==> src/core/wpc_pkg.sv <==
package wpc_pkg;
  // ---------------------------------------------------------------
  // Register map, as word index; byte address is four times the index
  // ---------------------------------------------------------------
  localparam int             ADDR_W      = 12;
  localparam logic [8:0]     IDX_AMP_CFG = 9'h033;
  localparam logic [8:0]     IDX_AMP_REF = 9'h034;
  localparam logic [8:0]     IDX_AMP_AVG = 9'h035;
  localparam logic [8:0]     IDX_AMP_RES = 9'h036;
  localparam logic [8:0]     IDX_PH_CFG  = 9'h037;
  localparam logic [8:0]     IDX_PH_REF  = 9'h038;
  localparam logic [8:0]     IDX_PH_AVG  = 9'h039;
  localparam logic [8:0]     IDX_PH_RES  = 9'h03a;
  localparam logic [8:0]     IDX_FLAGS   = 9'h040;
  // Secondary space sits above the primary one, index bit 8 set
  localparam logic [8:0]     IDX_RC_CAL  = 9'h139;
  // ---------------------------------------------------------------
  // Fields of the configuration registers
  // ---------------------------------------------------------------
  localparam int             DELTA_LSB   = 4;
  localparam int             INCL_BIT    = 3;
  localparam int             WEIGHT_LSB  = 1;
  localparam int             REFSEL_BIT  = 0;
  localparam logic [2:0]     WEIGHT_BASE = 3'h2;
  localparam logic [7:0]     REG_RST     = 8'h00;
  localparam logic [1:0]     RESP_OKAY   = 2'h0;
  localparam logic [1:0]     RESP_DECERR = 2'h3;
  localparam int             CH_PHASE    = 0;
  localparam int             CH_AMP      = 1;
  localparam int             NUM_CH      = 2;

  typedef struct packed {
    logic [NUM_CH-1:0][7:0] cfg;
    logic [NUM_CH-1:0][7:0] refv;
    logic [NUM_CH-1:0][7:0] avg;
    logic [NUM_CH-1:0][7:0] res;
    logic [NUM_CH-1:0]      flag;
    logic                   aw_got;
    logic [8:0]             aw_idx;
    logic                   w_got;
    logic [7:0]             w_byte;
    logic                   w_lane0;
    logic                   bvalid;
    logic [1:0]             bresp;
    logic                   rvalid;
    logic [31:0]            rdata;
    logic [1:0]             rresp;
  } wpc_state_t;
endpackage : wpc_pkg

==> src/core/wpc_top.sv <==
// Functional notes
// - Phase deviation over delta raises phase wakeup
// - Include-trigger bit decides averaging of trigger result
// - Weight code 00..11 gives 4,8,16,32
// - Phase reference select: register or average
// - Phase average readable at 39h
// - Latest phase result readable at 3Ah
// - Amplitude average readable at 35h
// - Latest amplitude result readable at 36h
// - Three-bit RC trim code readout, upper zero
// - Amplitude uses same delta, include, weight scheme
// - Amplitude reference register at 34h when unselected
//
// The implementer's own choice: register access over AXI4-Lite.
`timescale 1ns/1ps
`default_nettype none
module wpc_top
  import wpc_pkg::*;
(
  input  wire logic              clk,
  input  wire logic              srst,
  input  wire logic              phase_meas_valid,
  input  wire logic [7:0]        phase_meas_data,
  input  wire logic              amp_meas_valid,
  input  wire logic [7:0]        amp_meas_data,
  input  wire logic [2:0]        rc_trim_code,
  output logic                   phase_wakeup,
  output logic                   amplitude_wakeup,
  input  wire logic [ADDR_W-1:0] s_axi_awaddr,
  input  wire logic              s_axi_awvalid,
  output logic                   s_axi_awready,
  input  wire logic [31:0]       s_axi_wdata,
  input  wire logic [3:0]        s_axi_wstrb,
  input  wire logic              s_axi_wvalid,
  output logic                   s_axi_wready,
  output logic [1:0]             s_axi_bresp,
  output logic                   s_axi_bvalid,
  input  wire logic              s_axi_bready,
  input  wire logic [ADDR_W-1:0] s_axi_araddr,
  input  wire logic              s_axi_arvalid,
  output logic                   s_axi_arready,
  output logic [31:0]            s_axi_rdata,
  output logic [1:0]             s_axi_rresp,
  output logic                   s_axi_rvalid,
  input  wire logic              s_axi_rready
);
  // ---------------------------------------------------------------
  // State
  // ---------------------------------------------------------------
  // Measurement inputs come from front-end logic on clk, so no sync.
  wpc_state_t s;
  wpc_state_t next_s;
  logic [NUM_CH-1:0]      mvalid;
  logic [NUM_CH-1:0][7:0] mdata;
  logic [NUM_CH-1:0]      trig;
  logic [NUM_CH-1:0][7:0] next_avg_calc;
  logic                   have_aw;
  logic                   have_w;
  logic [8:0]             wr_idx;
  logic [7:0]             wr_byte;
  logic                   wr_lane0;
  logic [8:0]             rd_idx;
  logic [7:0]             rd_val;
  logic                   rd_hit;

  assign mvalid = {amp_meas_valid, phase_meas_valid};
  assign mdata  = {amp_meas_data, phase_meas_data};

  // ---------------------------------------------------------------
  // Compare and average
  // ---------------------------------------------------------------
  always_comb begin
    logic [7:0]        refsel;
    logic signed [8:0] dref;
    logic [7:0]        adiff;
    logic signed [8:0] davg;
    logic signed [8:0] step;
    logic [2:0]        shamt;
    refsel        = '0;
    dref          = '0;
    adiff         = '0;
    davg          = '0;
    step          = '0;
    shamt         = '0;
    trig          = '0;
    next_avg_calc = s.avg;
    for (int c = 0; c < NUM_CH; c++) begin
      refsel = s.cfg[c][REFSEL_BIT] ? s.avg[c] : s.refv[c];
      dref   = $signed({1'b0, mdata[c]}) - $signed({1'b0, refsel});
      adiff  = dref[8] ? 8'((-dref)) : dref[7:0];
      trig[c] = mvalid[c] && (adiff > {4'h0, s.cfg[c][DELTA_LSB +: 4]});
      shamt  = WEIGHT_BASE + {1'b0, s.cfg[c][WEIGHT_LSB +: 2]};
      davg   = $signed({1'b0, mdata[c]}) - $signed({1'b0, s.avg[c]});
      step   = davg >>> shamt;
      if (mvalid[c] && !(trig[c] && !s.cfg[c][INCL_BIT])) begin
        next_avg_calc[c] = s.avg[c] + step[7:0];
      end
    end
  end

  // ---------------------------------------------------------------
  // Register bus
  // ---------------------------------------------------------------
  // Only byte lane 0 holds register bits; other lanes are ignored.
  assign s_axi_awready = !s.aw_got && !s.bvalid;
  assign s_axi_wready  = !s.w_got && !s.bvalid;
  assign s_axi_arready = !s.rvalid;
  assign have_aw  = s.aw_got || (s_axi_awvalid && s_axi_awready);
  assign have_w   = s.w_got || (s_axi_wvalid && s_axi_wready);
  assign wr_idx   = s.aw_got ? s.aw_idx : s_axi_awaddr[10:2];
  assign wr_byte  = s.w_got ? s.w_byte : s_axi_wdata[7:0];
  assign wr_lane0 = s.w_got ? s.w_lane0 : s_axi_wstrb[0];
  assign rd_idx   = s_axi_araddr[10:2];

  always_comb begin
    rd_hit = 1'b1;
    case (rd_idx)
      IDX_AMP_CFG: rd_val = s.cfg[CH_AMP];
      IDX_AMP_REF: rd_val = s.refv[CH_AMP];
      IDX_AMP_AVG: rd_val = s.avg[CH_AMP];
      IDX_AMP_RES: rd_val = s.res[CH_AMP];
      IDX_PH_CFG:  rd_val = s.cfg[CH_PHASE];
      IDX_PH_REF:  rd_val = s.refv[CH_PHASE];
      IDX_PH_AVG:  rd_val = s.avg[CH_PHASE];
      IDX_PH_RES:  rd_val = s.res[CH_PHASE];
      IDX_FLAGS:   rd_val = {6'h00, s.flag};
      IDX_RC_CAL:  rd_val = {5'h00, rc_trim_code};
      default: begin
        rd_val = REG_RST;
        rd_hit = 1'b0;
      end
    endcase
  end

  // ---------------------------------------------------------------
  // Next state
  // ---------------------------------------------------------------
  always_comb begin
    logic             commit;
    logic             hit;
    logic [NUM_CH-1:0] clr;
    next_s = s;
    commit = have_aw && have_w && !s.bvalid;
    hit    = 1'b0;
    clr    = '0;
    next_s.avg = next_avg_calc;
    for (int c = 0; c < NUM_CH; c++) begin
      if (mvalid[c]) begin
        next_s.res[c] = mdata[c];
      end
    end
    if (commit) begin
      case (wr_idx)
        IDX_AMP_CFG, IDX_AMP_REF, IDX_PH_CFG, IDX_PH_REF, IDX_FLAGS: hit = 1'b1;
        IDX_AMP_AVG, IDX_AMP_RES, IDX_PH_AVG, IDX_PH_RES, IDX_RC_CAL: hit = 1'b1;
        default: hit = 1'b0;
      endcase
      if (wr_lane0) begin
        case (wr_idx)
          IDX_AMP_CFG: next_s.cfg[CH_AMP]    = wr_byte;
          IDX_AMP_REF: next_s.refv[CH_AMP]   = wr_byte;
          IDX_PH_CFG:  next_s.cfg[CH_PHASE]  = wr_byte;
          IDX_PH_REF:  next_s.refv[CH_PHASE] = wr_byte;
          IDX_FLAGS:   clr = wr_byte[NUM_CH-1:0];
          default: clr = '0;
        endcase
      end
      next_s.aw_got = 1'b0;
      next_s.w_got  = 1'b0;
      next_s.bvalid = 1'b1;
      next_s.bresp  = hit ? RESP_OKAY : RESP_DECERR;
    end else begin
      if (s_axi_awvalid && s_axi_awready) begin
        next_s.aw_got = 1'b1;
        next_s.aw_idx = s_axi_awaddr[10:2];
      end
      if (s_axi_wvalid && s_axi_wready) begin
        next_s.w_got   = 1'b1;
        next_s.w_byte  = s_axi_wdata[7:0];
        next_s.w_lane0 = s_axi_wstrb[0];
      end
    end
    // A new trigger wins over a clear in the same cycle
    next_s.flag = (s.flag & ~clr) | trig;
    if (s.bvalid && s_axi_bready) begin
      next_s.bvalid = 1'b0;
    end
    if (s.rvalid && s_axi_rready) begin
      next_s.rvalid = 1'b0;
    end
    if (s_axi_arvalid && s_axi_arready) begin
      next_s.rvalid = 1'b1;
      next_s.rdata  = {24'h000000, rd_val};
      next_s.rresp  = rd_hit ? RESP_OKAY : RESP_DECERR;
    end
  end

  always_ff @(posedge clk) begin
    if (srst) begin
      s <= '0;
    end else begin
      s <= next_s;
    end
  end

  assign phase_wakeup     = s.flag[CH_PHASE];
  assign amplitude_wakeup = s.flag[CH_AMP];
  assign s_axi_bvalid     = s.bvalid;
  assign s_axi_bresp      = s.bresp;
  assign s_axi_rvalid     = s.rvalid;
  assign s_axi_rdata      = s.rdata;
  assign s_axi_rresp      = s.rresp;
endmodule : wpc_top
`default_nettype wire

==> config.mk <==
export PLATFORM = sky130hd
export DESIGN_NAME = wpc_top
export DESIGN_NICKNAME = d
export VERILOG_FILES = /design/src/core/wpc_pkg.sv /design/src/core/wpc_top.sv
export SDC_FILE = /design/constraint.sdc
export NUM_CORES = 1
export LEC_CHECK = 0
export BUFFER_PORTS_ARGS = -buffer_cell sky130_fd_sc_hd__buf_2
export CAP_MARGIN = 15
export CORE_ASPECT_RATIO = 1.1
export CORE_MARGIN = 3
export CORE_UTILIZATION = 60
export DETAILED_ROUTE_END_ITERATION = 7
export HOLD_SLACK_MARGIN = 0.02
export PLACE_DENSITY = 0.9
export SLEW_MARGIN = 10
export SYNTH_ARGS = -nofsm -noshare
export SYNTH_HDL_FRONTEND = slang
export SYNTH_SLANG_ARGS = --single-unit
export TNS_END_PERCENT = 30
==> constraint.sdc <==
create_clock -name clk -period 8.18 [get_ports clk]
set_clock_uncertainty 0.1 [all_clocks]
set_input_delay 0.409 -clock clk [delete_from_list [all_inputs] [get_ports clk]]
set_output_delay 0.409 -clock clk [all_outputs]
set_load 0.01 [all_outputs]
# --- After elaboration in Yosys (flattened, before gate mapping) ---
# Cells that the tools add are included.
totals:
  regBits: 100
  wordCells: 111
  in_bits: 88
classes:
  muxes: 18
  order_cmp: 2
  shifts: 2
  bitwise_logic: 4
  eq_ne: 20
  addsub: 10
  n_reduce_logical: 36
op_table:
  columns: ["cell", "count"]
  rows:
  - ["== test 9 x 6 -> 1 bit, second input constant", 16]
  - ["case mux 8 bit (10 select lines)", 1]
  - ["two-way mux 8 bit", 5]
  - ["subtractor 8 x 8 -> 9 bit", 4]
  - ["two-way mux 35 bit", 1]
  - ["OR reduction 10 bit", 2]
  - ["== test 9 x 7 -> 1 bit, second input constant", 2]
  - ["== test 9 bit, second input constant", 2]
  - [">>> shifter 9 x 3 -> 8 bit", 2]
  - ["adder 8 bit", 2]
  - ["> comparator 8 x 4 -> 1 bit", 2]
  - ["negation 8 bit", 2]
  - ["logical AND 1 bit", 15]
  - ["AND reduction 3 bit", 4]
  - ["two-way mux 2 bit", 5]
  - ["two-way mux 9 bit", 1]
  - ["zero test 1 bit", 8]
  - ["adder 2 x 2 -> 3 bit, first input constant", 2]
  - ["two-way mux 1 bit", 5]
  - ["AND reduction 2 bit", 2]
  - ["OR reduction 2 bit", 2]
  - ["bitwise AND 2 bit", 1]
  - ["logical OR 1 bit", 2]
  - ["NOT 2 bit", 1]
  - ["3 further kinds", 3]

# --- Logic depth before layout (Yosys ltp) ---
# Gate-level depths: netlist (run 1).
logic_depth:
  depth_word: 10
  ltp_mapped: 22
  depth_no_buf: 22

# --- Worst setup path after synthesis (run 1) ---
# Ideal clock, no wire load.
synth_timing:
  path_kind: "reg-to-reg"
  startpoint: "register s[116] (netlist name)"
  endpoint: "register s[85] (netlist name)"
  synth_period_minus_slack_ps: 4539
  setup_time_ps: 128
  t_required_ps: 7952
  path_stages_with_launch: 21
  arrival_ps: 4312
  slack_ps: 3641
  path_cell_list: "dfxtp_1 > clkbuf_1 > mux2_2 > ha_1 > fa_1 > nand2b_1 > a21o_1 > a2bb2oi_2 > nor2_1 > a21oi_1 > ha_1 > nor2b_1 > o211ai_1 > a21oi_1 > or2_2 > mux2_2 > nor3_1 > o311a_1 > buf_6 > mux2i_1 > nor2_1"
synth_between:
  elab_chain_len: 9
synth_rtl:
  columns: ["element", "line_no", "source"]
  rows:
  - ["start: declaration", "wpc_top.sv:51", "wpc_state_t s;"]
  - ["start signal: assignment", "wpc_top.sv:202", "s <= next_s;"]
  - ["two-way mux 8 bit *", "wpc_top.sv:88", "refsel = s.cfg[c][REFSEL_BIT] ? s.avg[c] : s.refv[c];"]
  - ["subtractor 8 x 8 -> 9 bit *", "wpc_top.sv:89", "dref = $signed({1'b0, mdata[c]}) - $signed({1'b0, refsel});"]
  - ["negation 8 bit", "wpc_top.sv:90", "adiff = dref[8] ? 8'((-dref)) : dref[7:0];"]
  - ["two-way mux 8 bit *", "wpc_top.sv:90", null]
  - ["> comparator 8 x 4 -> 1 bit *", "wpc_top.sv:91", "trig[c] = mvalid[c] && (adiff > {4'h0, s.cfg[c][DELTA_LSB +: 4]});"]
  - ["logical AND 1 bit *", "wpc_top.sv:91", null]
  - ["logical AND 1 bit *", "wpc_top.sv:95", "if (mvalid[c] && !(trig[c] && !s.cfg[c][INCL_BIT])) begin"]
  - ["zero test 1 bit *", "wpc_top.sv:95", null]
  - ["logical AND 1 bit *", "wpc_top.sv:95", null]
# Every way passes the cells marked *; elsewhere a longest branch is shown, timed or not.
# A chain may end at the register's enable or synchronous reset.

# --- Worst setup path after layout (run 1) ---
layout_timing:
  startpoint: "register s[116] (netlist name)"
  endpoint: "register s[87] (netlist name)"
# The elaborated chain is that of the path after synthesis.

==> results.txt, run 1 <==
Hold Crit Endpoint: s_axi_rvalid
CTS H-tree depth: 3
Drt wl/cell: 17.08 µm
Post-synthesis compound-gate area fraction: 15.54%
Area of the multi-input gates: 5057 µm²
XOR/XNOR share of the synthesized area: 3.627%
Post-synth EDFFs: 0
Sequential cell area: 1962 µm²
Synth Area in Adders: 10.53%
Maximum VDD drop: 0.1303 mV
Post-CTS Setup Repair Bufs: 0
Yosys reg bits: 98
Clk root buf: clkbuf_16
First-pass GRT wire length: 29360 µm
Mux share of post-synthesis cell area: 18.72%
Grt ovf: 0
Fraction of layout cells with a size suffix above 1: 13.80%
FP Rows: 42
Post-Route WL: 18340 µm
DP Wirelength: 13950 µm
Area growth syn-to-layout: 6.970%
RSZ-0062 raised after global routing: no
Crit path kind: register to register
Final setup fails: 0
Worst path max stage delay: 0.67 ns
Final Power: 1.202 mW
Max cap viols: 0
Worst hold path cell count: 2
Simple-Gate Fraction of Synth Area: 17.93%
Total power per unit cell area: 150.1 nW/µm²
FF-to-FF Start: s[116]
Worst skew pair latency: 0.35 ns
Achievable frequency: 193.1 MHz
Critical path launch point type: register
Vias per cell: 6.090
Initial antenna violation count: 0
Synth unique cells: 71
Total track usage: 26.20%
Core area: 12140 µm²
Worst r2r dst: s[87]
Io pins: 131
Routed Antenna Nets: 0
Slowest CP cell: dfxtp_1
DIE WIDTH: 112.5 µm
CTS tree: yes
Largest family of logic cells by synthesized area: multiplexers
Nets: 1064
CTS hold repair buffers: 0
Relative slew slack: 28.06%
Mapped cell area: 7486 µm²
Sequential area share after synthesis: 26.21%
Clock transition at the registers of the reported paths: 0.07 ns
# fillers: 966
Setup TNS: 0 ns
Main flop type after synthesis: dfxtp_1
Hold_sp: s_axi_rready
Crit path cell chain: mux2_2 -> ha_1 -> fa_1 -> nand2b_1 -> a21o_1 -> a2bb2oi_2 -> nor2_1 -> a21oi_1 -> ha_1 -> nor2b_1 -> o211ai_1 -> a21oi_1 -> or2_2 -> mux2_2 -> nor3_1 -> o311a_1 -> mux2i_1 -> nor2_1
Crit path buffers/inverters: 0
# port buffers: 73
Worst Reg-to-Reg Cells: 18
PostCTS Resize Cnt: 0
DIE AREA: 13850 µm²
Via count: 6541
DRT iter0 DRCs: 488
Worst hold path type: primary input to register
Routability cong.: 0.8998
Ant diodes: 0
Worst Tran Pin Value: 1.079 ns
CP Capture Type: register
Fin crit period: 5.179 ns
Worst path top cell family by delay: compound AO/OA/AOI/OAI gates
Hold Fails Final Rpt: 0
CTS Sinks: 98
Leak: 3.522 nW
Crit path required time: 8.27 ns
Largest net degree at the start of global routing: 104
Yosys warning count: 0
TritonRoute pass-1 iters: 5
Starting Density: 61.67%
Avg Cell Area, Syn: 8.516 µm²
Status: complete, no violations
# DRC: 0
Cts bufs inserted: 9
FF-to-FF setup slack: 3.00 ns
Die height: 123.2 µm
Fin crit share: 63.31%
Async SR Flop Fraction: 0%
Worst EP arrival: 5.27 ns
CP max FO: 10
Vias in the first global route: 6095
Synth Instances: 879
Worst-case clock buffer depth: 2
Fin. max-slew vios: 0
[through the flow]
stage / worst slack (ns) / utilization [%] / instances / hold WS [ns] / instance area, µm²
3_3_place_gp: 3.240 / 63.55 / 1059 / 0.3644 / 7715
2_1_floorplan: 3.641 / - / 902 / 0.3546 / 7572
4_1_cts: 3.011 / 65.97 / 1074 / 0.1369 / 8008
6_report: 3.001 / 65.97 / 1074 / 0.1356 / 8008
3_5_place_dp: 3.129 / 63.55 / 1059 / 0.3728 / 7715
5_1_grt: 2.597 / 65.97 / 1074 / 0.1463 / 8008
[worst max path at each step]
stage | from | to | slack, ns | cells after the start
2_1_floorplan | s[116] | s[85] | 3.64 | 20
3_3_place_gp | s[116] | s[90] | 3.24 | 18
3_5_place_dp | s[116] | s[84] | 3.13 | 18
4_1_cts | s[116] | s[84] | 3.01 | 18
5_1_grt | s[116] | s[84] | 2.60 | 18
6_report | s[116] | s[87] | 3.00 | 18
[synthesized netlist by cell type, types with 9 or more instances]
cell type,n,area (µm²)
nand2_1,36,135.1
nor3_1,23,115.1
ha_1,55,688.2
nand2b_1,9,56.30
nand3_1,11,55.05
a21o_1,12,90.09
dfxtp_1,98,1962
inv_1,36,135.1
buf_4,36,270.3
xor2_1,11,96.34
mux2i_1,104,1041
nor2b_1,16,100.1
a21oi_1,51,255.2
mux2_2,16,180.2
clkbuf_1,26,97.59
xnor2_1,20,175.2
o21ai_0,29,145.1
nor2_1,142,533.0
[routing by layer]
layer	GRT usage [%]	vias up	routed length [µm]
li1	-	3165	-
met1	32.16	3058	7348
met2	46.54	274	9162
met3	3.867	44	1305
met4	10.14	0	522
met5	0	-	0
[cell families (layout without fill, tap and decap cells)]
kind of cell,after synthesis,count (layout)
buffers and inverters,106,124
XOR/XNOR,31,31
AND/OR/NAND/NOR,283,283
AO/OA/AOI/OAI,172,172
adder cells (fa/ha/maj),60,60
other,1,24
flip-flops,98,98
multiplexers,128,128
[report_power, final]
group	internal (mW)	switching, mW	leakage, nW
Combinational	0.113	0.152	2.59
Clock	0.239	0.193	0.140
Sequential	0.491	0.0150	0.796
Total	0.843	0.360	3.52
[sequential cells by signal, indices dropped and copies added, names as in the netlist]
register and cells:
amplitude_wakeup 1, s_axi_bvalid 1, s_axi_rresp 1, s_axi_rdata 8
s_axi_rvalid 1, s_axi_bresp 1, s 84, phase_wakeup 1
[area by class of cell]
type                    instances  area share [%]
clock buffers                  10           2.859
inverters                      36           1.688
flip-flops and latches         98           24.50
repair buffers                 73           4.594
well taps                     154           2.406
clock inverters                 5          0.7969
multi-input cells             698           63.16
[cell usage in the layout, fill, tap and decap left out, types with 8 or more instances in the layout]
cell,netlist,layout
conb_1,1,24
o21ai_0,29,29
buf_2,2,72
clkbuf_16,0,9
nor2_1,142,142
a21oi_1,51,51
a21o_1,12,12
dfxtp_1,98,98
nand2b_1,9,9
a31oi_1,8,8
o21a_1,8,8
nor3_1,23,23
nand2_1,36,36
ha_1,55,55
nand3_1,11,11
nor2b_1,16,16
mux2i_1,104,104
mux2_2,16,16
mux4_2,8,8
xor2_1,11,11
inv_1,36,36
xnor2_1,20,20
[worst register-to-register path: cells and delay by family, from the launching register on]
kind	cells	cell delay, ns
flip-flops	1	0.67
multiplexers	3	0.92
AO/OA/AOI/OAI	6	1.45
adder cells (fa/ha/maj)	3	0.89
AND/OR/NAND/NOR	6	1.01
Power figures use the tool's default switching activity.
==> run 2: changes to the inputs <==
--- a/config.mk
+++ b/config.mk
@@ -9,10 +9,10 @@
 export CAP_MARGIN = 15
 export CORE_ASPECT_RATIO = 1.1
 export CORE_MARGIN = 3
-export CORE_UTILIZATION = 60
+export CORE_UTILIZATION = 52
 export DETAILED_ROUTE_END_ITERATION = 7
 export HOLD_SLACK_MARGIN = 0.02
-export PLACE_DENSITY = 0.9
+export PLACE_DENSITY = 0.83
 export SLEW_MARGIN = 10
 export SYNTH_ARGS = -nofsm -noshare
 export SYNTH_HDL_FRONTEND = slang
==> constraint.sdc (replaced) <==
create_clock -name clk -period 4.5 [get_ports clk]
set_clock_uncertainty 0.1 [all_clocks]
set_input_delay 0.225 -clock clk [delete_from_list [all_inputs] [get_ports clk]]
set_output_delay 0.225 -clock clk [all_outputs]
set_load 0.01 [all_outputs]
==> run 2 against run 1 <==
Against the previous run:
- clock power increased by 110%
- count of clock-buffer cells in the layout down 1
- setup slack lost 2.8 ns
- sequential share of layout area is 1.0 points lower
- core utilization fell by 6.0 points
- design area is 4.6% higher
- worst hold slack worse by 0.11 ns
- cell count up 5.2%
- fmax increased by 20%
- sequential power is 82% higher
- largest power group unchanged
- via count rose by 1.7%
- register-to-register slack lost 2.8 ns
==> results.txt, run 2 (synthesis results as in run 1) <==
Initial antenna violation count: 0 (unchanged)
Fin crit share: 95.55% (+32 points)
Starting Density: 53.61% (-8.1 points)
DIE AREA: 15870 µm² (+15%)
CTS H-tree depth: 3 (unchanged)
FP Rows: 45 (+7.1%)
Maximum VDD drop: 0.1725 mV (+32%)
Reg power frac: 39.9% (-2.2 points)
Io pins: 131 (unchanged)
Vias in the first global route: 6366 (+4.4%)
Vias per cell: 5.888 (-3.3%)
Total power per unit cell area: 275.7 nW/µm² (+84%)
Worst skew pair latency: 0.35 ns (about the same)
DIE WIDTH: 120.4 µm (+7.0%)
Largest register FFs: 84 (unchanged)
Slowest CP cell: dfxtp_1
Via count: 6654 (+1.7%)
Routability cong.: 0.9253 (+2.8%)
DRT iter0 DRCs: 480 (-1.6%)
Drt wl/cell: 16.96 µm (-0.70%)
# port buffers: 73 (unchanged)
Die height: 131.8 µm (+7.1%)
Crit path required time: 4.68 ns (-3.59 ns)
DP Wirelength: 14200 µm (+1.8%)
Grt ovf: 0 (unchanged)
Hold Fails Final Rpt: 0 (unchanged)
Dpl ws: -0.03166 ns (-3.161 ns)
Clk root buf: clkbuf_16
Placed instance count: 1113 (+5.1%)
Ant diodes: 0 (unchanged)
Clock power frac: 38.4% (+2.5 points)
Most frequent cells in the layout: nor2_1 (141), mux2i_1 (103), dfxtp_1 (94)
Internal power: 1.654 mW (+96%)
Leak: 3.669 nW (+4.2%)
Achievable frequency: 232.6 MHz (+20%)
CP Capture Type: register
Post-Route WL: 19160 µm (+4.5%)
Largest net degree at the start of global routing: 104 (unchanged)
Sw Share: 28.35% (-1.6 points)
Worst path max stage delay: 0.46 ns (-0.21 ns)
Area growth syn-to-layout: 11.88%
Cell Count, Final, Fillers Out: 1130 (+5.2%)
Cts bufs inserted: 9 (unchanged)
Crit path kind: register to register
CP max FO: 5 (-5)
Fraction of layout cells with a size suffix above 1: 17.73% (+3.9 points)
Total track usage: 23.50% (-2.7 points)
# DRC: 0 (unchanged)
Combinational Power Share: 21.8% (-0.2 points)
Worst-case clock buffer depth: 2 (unchanged)
P_sw: 0.6545 mW (+82%)
Worst hold path type: primary input to register
Core Util, Final: 59.98% (-6.0 points)
Max cap viols: 0 (unchanged)
Worst EP arrival: 4.48 ns (-0.79 ns)
Setup TNS: 0 ns (unchanged)
Worst Tran Pin Value: 1.084 ns (+0.004634 ns)
Most common cell after layout, fill and taps aside: nor2_1
Clock transition at the registers of the reported paths: 0.07 ns (about the same)
Crit path cell chain: inv_1 -> ha_1 -> nor2b_2 -> o21ai_0 -> a21boi_1 -> o21ai_1 -> nor2b_1 -> xnor2_1 -> mux2_2 -> nand2_1 -> o21ai_0 -> ha_1 -> a21o_1 -> a21oi_2 -> nor2b_1 -> o21a_1 -> nor4_2 -> nor3_1 -> xnor2_1 -> or3_1 -> a21oi_1
Final setup fails: 0 (unchanged)
Routed Antenna Nets: 0 (unchanged)
CTS tree: yes
Top reg by flops: s
Critical path launch point type: register
CTS Sinks: 98 (unchanged)
Core area: 13960 µm² (+15%)
Worst setup margin: 0.2004 ns (-2.801 ns)
TritonRoute pass-1 iters: 6 (+1)
First-pass GRT wire length: 30680 µm (+4.5%)
Fin. max-slew vios: 0 (unchanged)
Status: complete, no violations
Fin crit period: 4.300 ns (-0.8795 ns)
Relative slew slack: 27.75% (-0.31 points)
Nets: 1085 (+2.0%)
[run 2: cell count changes in the layout (fill, tap and decap cells not counted), sizes merged]
cell         previous run  this run
buf                    73        93
bufinv                  1         3
clkbuf                 10         9
clkinv                  1         2
dlygate4sd3             0         1
inv                    38        37
[run 2: power groups by stage]
stage          clock network, mW  registers, mW  logic [mW]
4_1_cts                    0.889          0.920       0.485
5_1_grt                    0.927          0.923       0.558
6_report                   0.886          0.920       0.502
3_3_place_gp                   0          0.937       0.465
3_5_place_dp                   0          0.939       0.478
2_1_floorplan                  0          0.928       0.381
[run 2: metal layers]
metal	wire length (µm)	track usage, %	vias to the layer above	share of wire, %
met4	654	10.39	0	3.4
met1	7894	28.08	3182	41
met3	907	3.133	51	4.7
met5	0	0	-	0
li1	-	-	3210	-
met2	9704	41.69	211	51
[run 2: critical path: cells and delay by family, from the launching register on]
kind | cells | cell delay (ns)
compound gates | 8 | 1.38
xor+xnor | 2 | 0.24
fa+ha+maj | 2 | 0.61
buf+inv | 1 | 0.08
flops | 1 | 0.46
mux | 1 | 0.29
simple gates | 7 | 1.08
[run 2: path summary, 6_finish.rpt]
check                  from             end  slack (ns)  cells past startpoint
min          s_axi_wdata[2]           s[41]        0.02                      3
min reg2reg  s_axi_rdata[7]  s_axi_rdata[7]        0.38                      2
max                   s[86]           s[91]        0.20                     21
max reg2reg           s[86]           s[91]        0.20                     21
[run 2: layout make-up]
class / count / area (µm²)
Clock inverter: 7 / 116.4
Clock buffer: 9 / 225.2
Sequential cell: 98 / 1967
Multi-Input combinational cell: 698 / 5156
Timing Repair Buffer: 94 / 540.5
Fill cell: 1193 / 5588
Tap cell: 188 / 235.2
Inverter: 36 / 135.1
[run 2: what timing repair did]
action | CTS | global route
hold buffers | 1 | 0
buffers inserted | 0 | 0
hold endpoints to repair | 1 | 0
gates cloned | 0 | 0
gates resized for setup | 2 | 23
setup endpoints to repair | 5 | 16
pin swaps | 0 | 5
[run 2: through the flow]
| step | power [mW] | instance area [µm²] | hold WS, ns |
|---|---|---|---|
| floorplan | 1.309 | 7574 | 0.2240 |
| global placement | 1.402 | 7920 | 0.3148 |
| detailed placement | 1.417 | 7920 | 0.3151 |
| CTS | 2.294 | 8277 | 0.02290 |
| global route | 2.407 | 8376 | 0.03742 |
| finish | 2.309 | 8376 | 0.02303 |
==> run 3: changes to the inputs <==
--- a/config.mk
+++ b/config.mk
@@ -8,7 +8,7 @@
 export BUFFER_PORTS_ARGS = -buffer_cell sky130_fd_sc_hd__buf_2
 export CAP_MARGIN = 15
 export CORE_ASPECT_RATIO = 1.1
-export CORE_MARGIN = 3
+export CORE_MARGIN = 1
 export CORE_UTILIZATION = 52
 export DETAILED_ROUTE_END_ITERATION = 7
 export HOLD_SLACK_MARGIN = 0.02
==> run 3 against run 2 <==
Against the previous run:
- critical path depth fell by 1
- combinational power rose by 1%
- clock power fell by 5.5%
- first-iteration DRC count increased by 7.7%
- non-clock buffer count up 4
- sequential power about the same
- fmax decreased by 1.7%
- critical endpoint is now s[78]
==> results.txt, run 3 (synthesis results as in run 1) <==
Largest register FFs: 84 (unchanged)
Initial antenna violation count: 0 (unchanged)
Status: complete, no violations
DRT iter0 DRCs: 517 (+7.7%)
CP max FO: 6 (+1)
Worst Reg-to-Reg Cells: 20 (-4.8%)
Worst Tran Pin Value: 1.094 ns (+0.01067 ns)
Hold_sp: s_axi_wdata[1]
Grt ovf: 0 (unchanged)
Placement Cell Area: 7920 µm² (unchanged)
Hold_ws: 0.02959 ns (+0.006568 ns)
Die height: 127.8 µm (-3.0%)
Setup TNS: 0 ns (unchanged)
Cts bufs inserted: 9 (unchanged)
Max cap viols: 0 (unchanged)
Clk root buf: clkbuf_16
FF-to-FF Start: s[108]
Total power per unit cell area: 269.4 nW/µm² (-2.3%)
Core Util, Final: 60.42% (+0.44 points)
Dpl ws: -0.04369 ns (-0.01203 ns)
Area of the multi-input gates: 5167 µm² (+0.22%)
Post-route cell area: 8403 µm² (+0.33%)
Most common cell after layout, fill and taps aside: nor2_1
CTS tree: yes
Worst setup margin: 0.1262 ns (-0.07417 ns)
Critical path launch point type: register
Leak: 3.682 nW (+0.34%)
Vias in the first global route: 6269 (-1.5%)
CTS Sinks: 98 (unchanged)
Fin crit period: 4.374 ns (+0.07417 ns)
Clock transition at the registers of the reported paths: 0.07 ns (about the same)
Vias per cell: 5.849 (-0.67%)
DP Wirelength: 13860 µm (-2.4%)
Area growth syn-to-layout: 12.25%
Most frequent cells in the layout: nor2_1 (142), mux2i_1 (103), dfxtp_1 (93)
Crit path kind: register to register
Post-Route WL: 18490 µm (-3.5%)
Fin crit share: 97.20% (+1.6 points)
Routability cong.: 0.9340 (+0.94%)
Ant diodes: 0 (unchanged)
FP Rows: 45 (unchanged)
Achievable frequency: 228.6 MHz (-1.7%)
Routed Antenna Nets: 0 (unchanged)
# DRC: 0 (unchanged)
Maximum VDD drop: 0.1698 mV (-1.5%)
Final setup fails: 0 (unchanged)
Fraction of layout cells with a size suffix above 1: 18.08% (+0.35 points)
DIE AREA: 14880 µm² (-6.3%)
Drt wl/cell: 16.31 µm (-3.8%)
Nets: 1089 (+0.37%)
Io pins: 131 (unchanged)
Total track usage: 25.31% (+1.8 points)
Largest net degree at the start of global routing: 104 (unchanged)
Core area: 13910 µm² (-0.40%)
CP Capture Type: register
Worst hold path type: primary input to register
Worst setup startpoint: s[108]
DIE WIDTH: 116.4 µm (-3.3%)
# fillers: 1164 (-2.4%)
Starting Density: 53.83% (+0.22 points)
Worst EP arrival: 4.54 ns (+0.06 ns)
First-pass GRT wire length: 29690 µm (-3.2%)
Top reg by flops: s
Crit path required time: 4.66 ns (-0.02 ns)
Sequential cell area: 1971 µm² (+0.19%)
Via count: 6633 (-0.32%)
Fin. max-slew vios: 0 (unchanged)
Worst hold path cell count: 3 (unchanged)
Worst skew pair latency: 0.35 ns (about the same)
# port buffers: 73 (unchanged)
TritonRoute pass-1 iters: 5 (-1)
Relative slew slack: 27.04% (-0.71 points)
Hold Fails Final Rpt: 0 (unchanged)
Worst-case clock buffer depth: 2 (unchanged)
CTS H-tree depth: 3 (unchanged)
==> run 3: cell count changes in the layout (fill, tap and decap cells not counted), moves of 2 or more <==
cell	previous run	this run
clkbuf_1	0	2
mux2_2	16	13
clkinv_2	2	0
mux2_4	0	3
o21ai_1	3	1
buf_4	20	23
==> run 3: path summary, 6_finish.rpt <==
path | slack, ns | endpoint
worst max-delay path | 0.13 | s[78]
worst min register to register | 0.39 | s_axi_rvalid
worst min-delay path | 0.03 | s[40]
worst max register to register | 0.13 | s[78]
==> run 3: timing repair <==
item	4_1_cts	5_1_grt
gates resized for setup	2	30
hold buffers	2	0
buffers inserted	0	3
endpoints found under the hold margin	2	0
pin swaps	0	11
setup endpoints to repair	3	16
==> run 3: cell type report <==
| type | count | share of cell area (%) |
|---|---|---|
| multi-input cells | 698 | 61.49 |
| flip-flops and latches | 98 | 23.45 |
| repair buffers | 98 | 6.820 |
| clock buffers | 12 | 2.933 |
| well taps | 188 | 2.799 |
| inverters | 36 | 1.608 |
| clock inverters | 4 | 0.8934 |
==> run 3: layer usage <==
| layer | share of wire [%] | track usage (%) | routed length, µm | vias to the layer above |
|---|---|---|---|---|
| met2 | 50 | 43.75 | 9215 | 218 |
| met4 | 3.2 | 11.99 | 592 | 0 |
| li1 | - | - | - | 3213 |
| met5 | 0 | 0 | 0 | - |
| met1 | 42 | 31.13 | 7840 | 3156 |
| met3 | 4.6 | 2.695 | 843 | 46 |
==> run 3: stage by stage <==
step                total power, mW  cells
finish                        2.264   1134
global route                  2.364   1134
CTS                           2.248   1131
detailed placement            1.417   1113
global placement              1.402   1113
floorplan                     1.309    902
==> run 3: power breakdown <==
| part | leakage [nW] | switching (mW) | internal, mW |
|---|---|---|---|
| clock | 0.149 | 0.334 | 0.503 |
| combinational | 2.73 | 0.283 | 0.225 |
| sequential | 0.799 | 0.0266 | 0.892 |
==> run 3: critical path: stages (launching register included) <==
cell and delay [ns]:
dfxtp_4 0.39, mux2_2 0.34, ha_1 0.23, fa_2 0.35, nor2b_1 0.12, o21a_1 0.16
o21a_1 0.20, o221ai_4 0.15, nand2_1 0.09, o21ai_0 0.08, ha_1 0.29, nor2b_1 0.13
o21ai_0 0.14, nand2b_1 0.10, a21oi_2 0.16, a41oi_1 0.07, a211oi_2 0.31, o211ai_1 0.28
buf_4 0.25, and3_1 0.18, a211oi_2 0.17
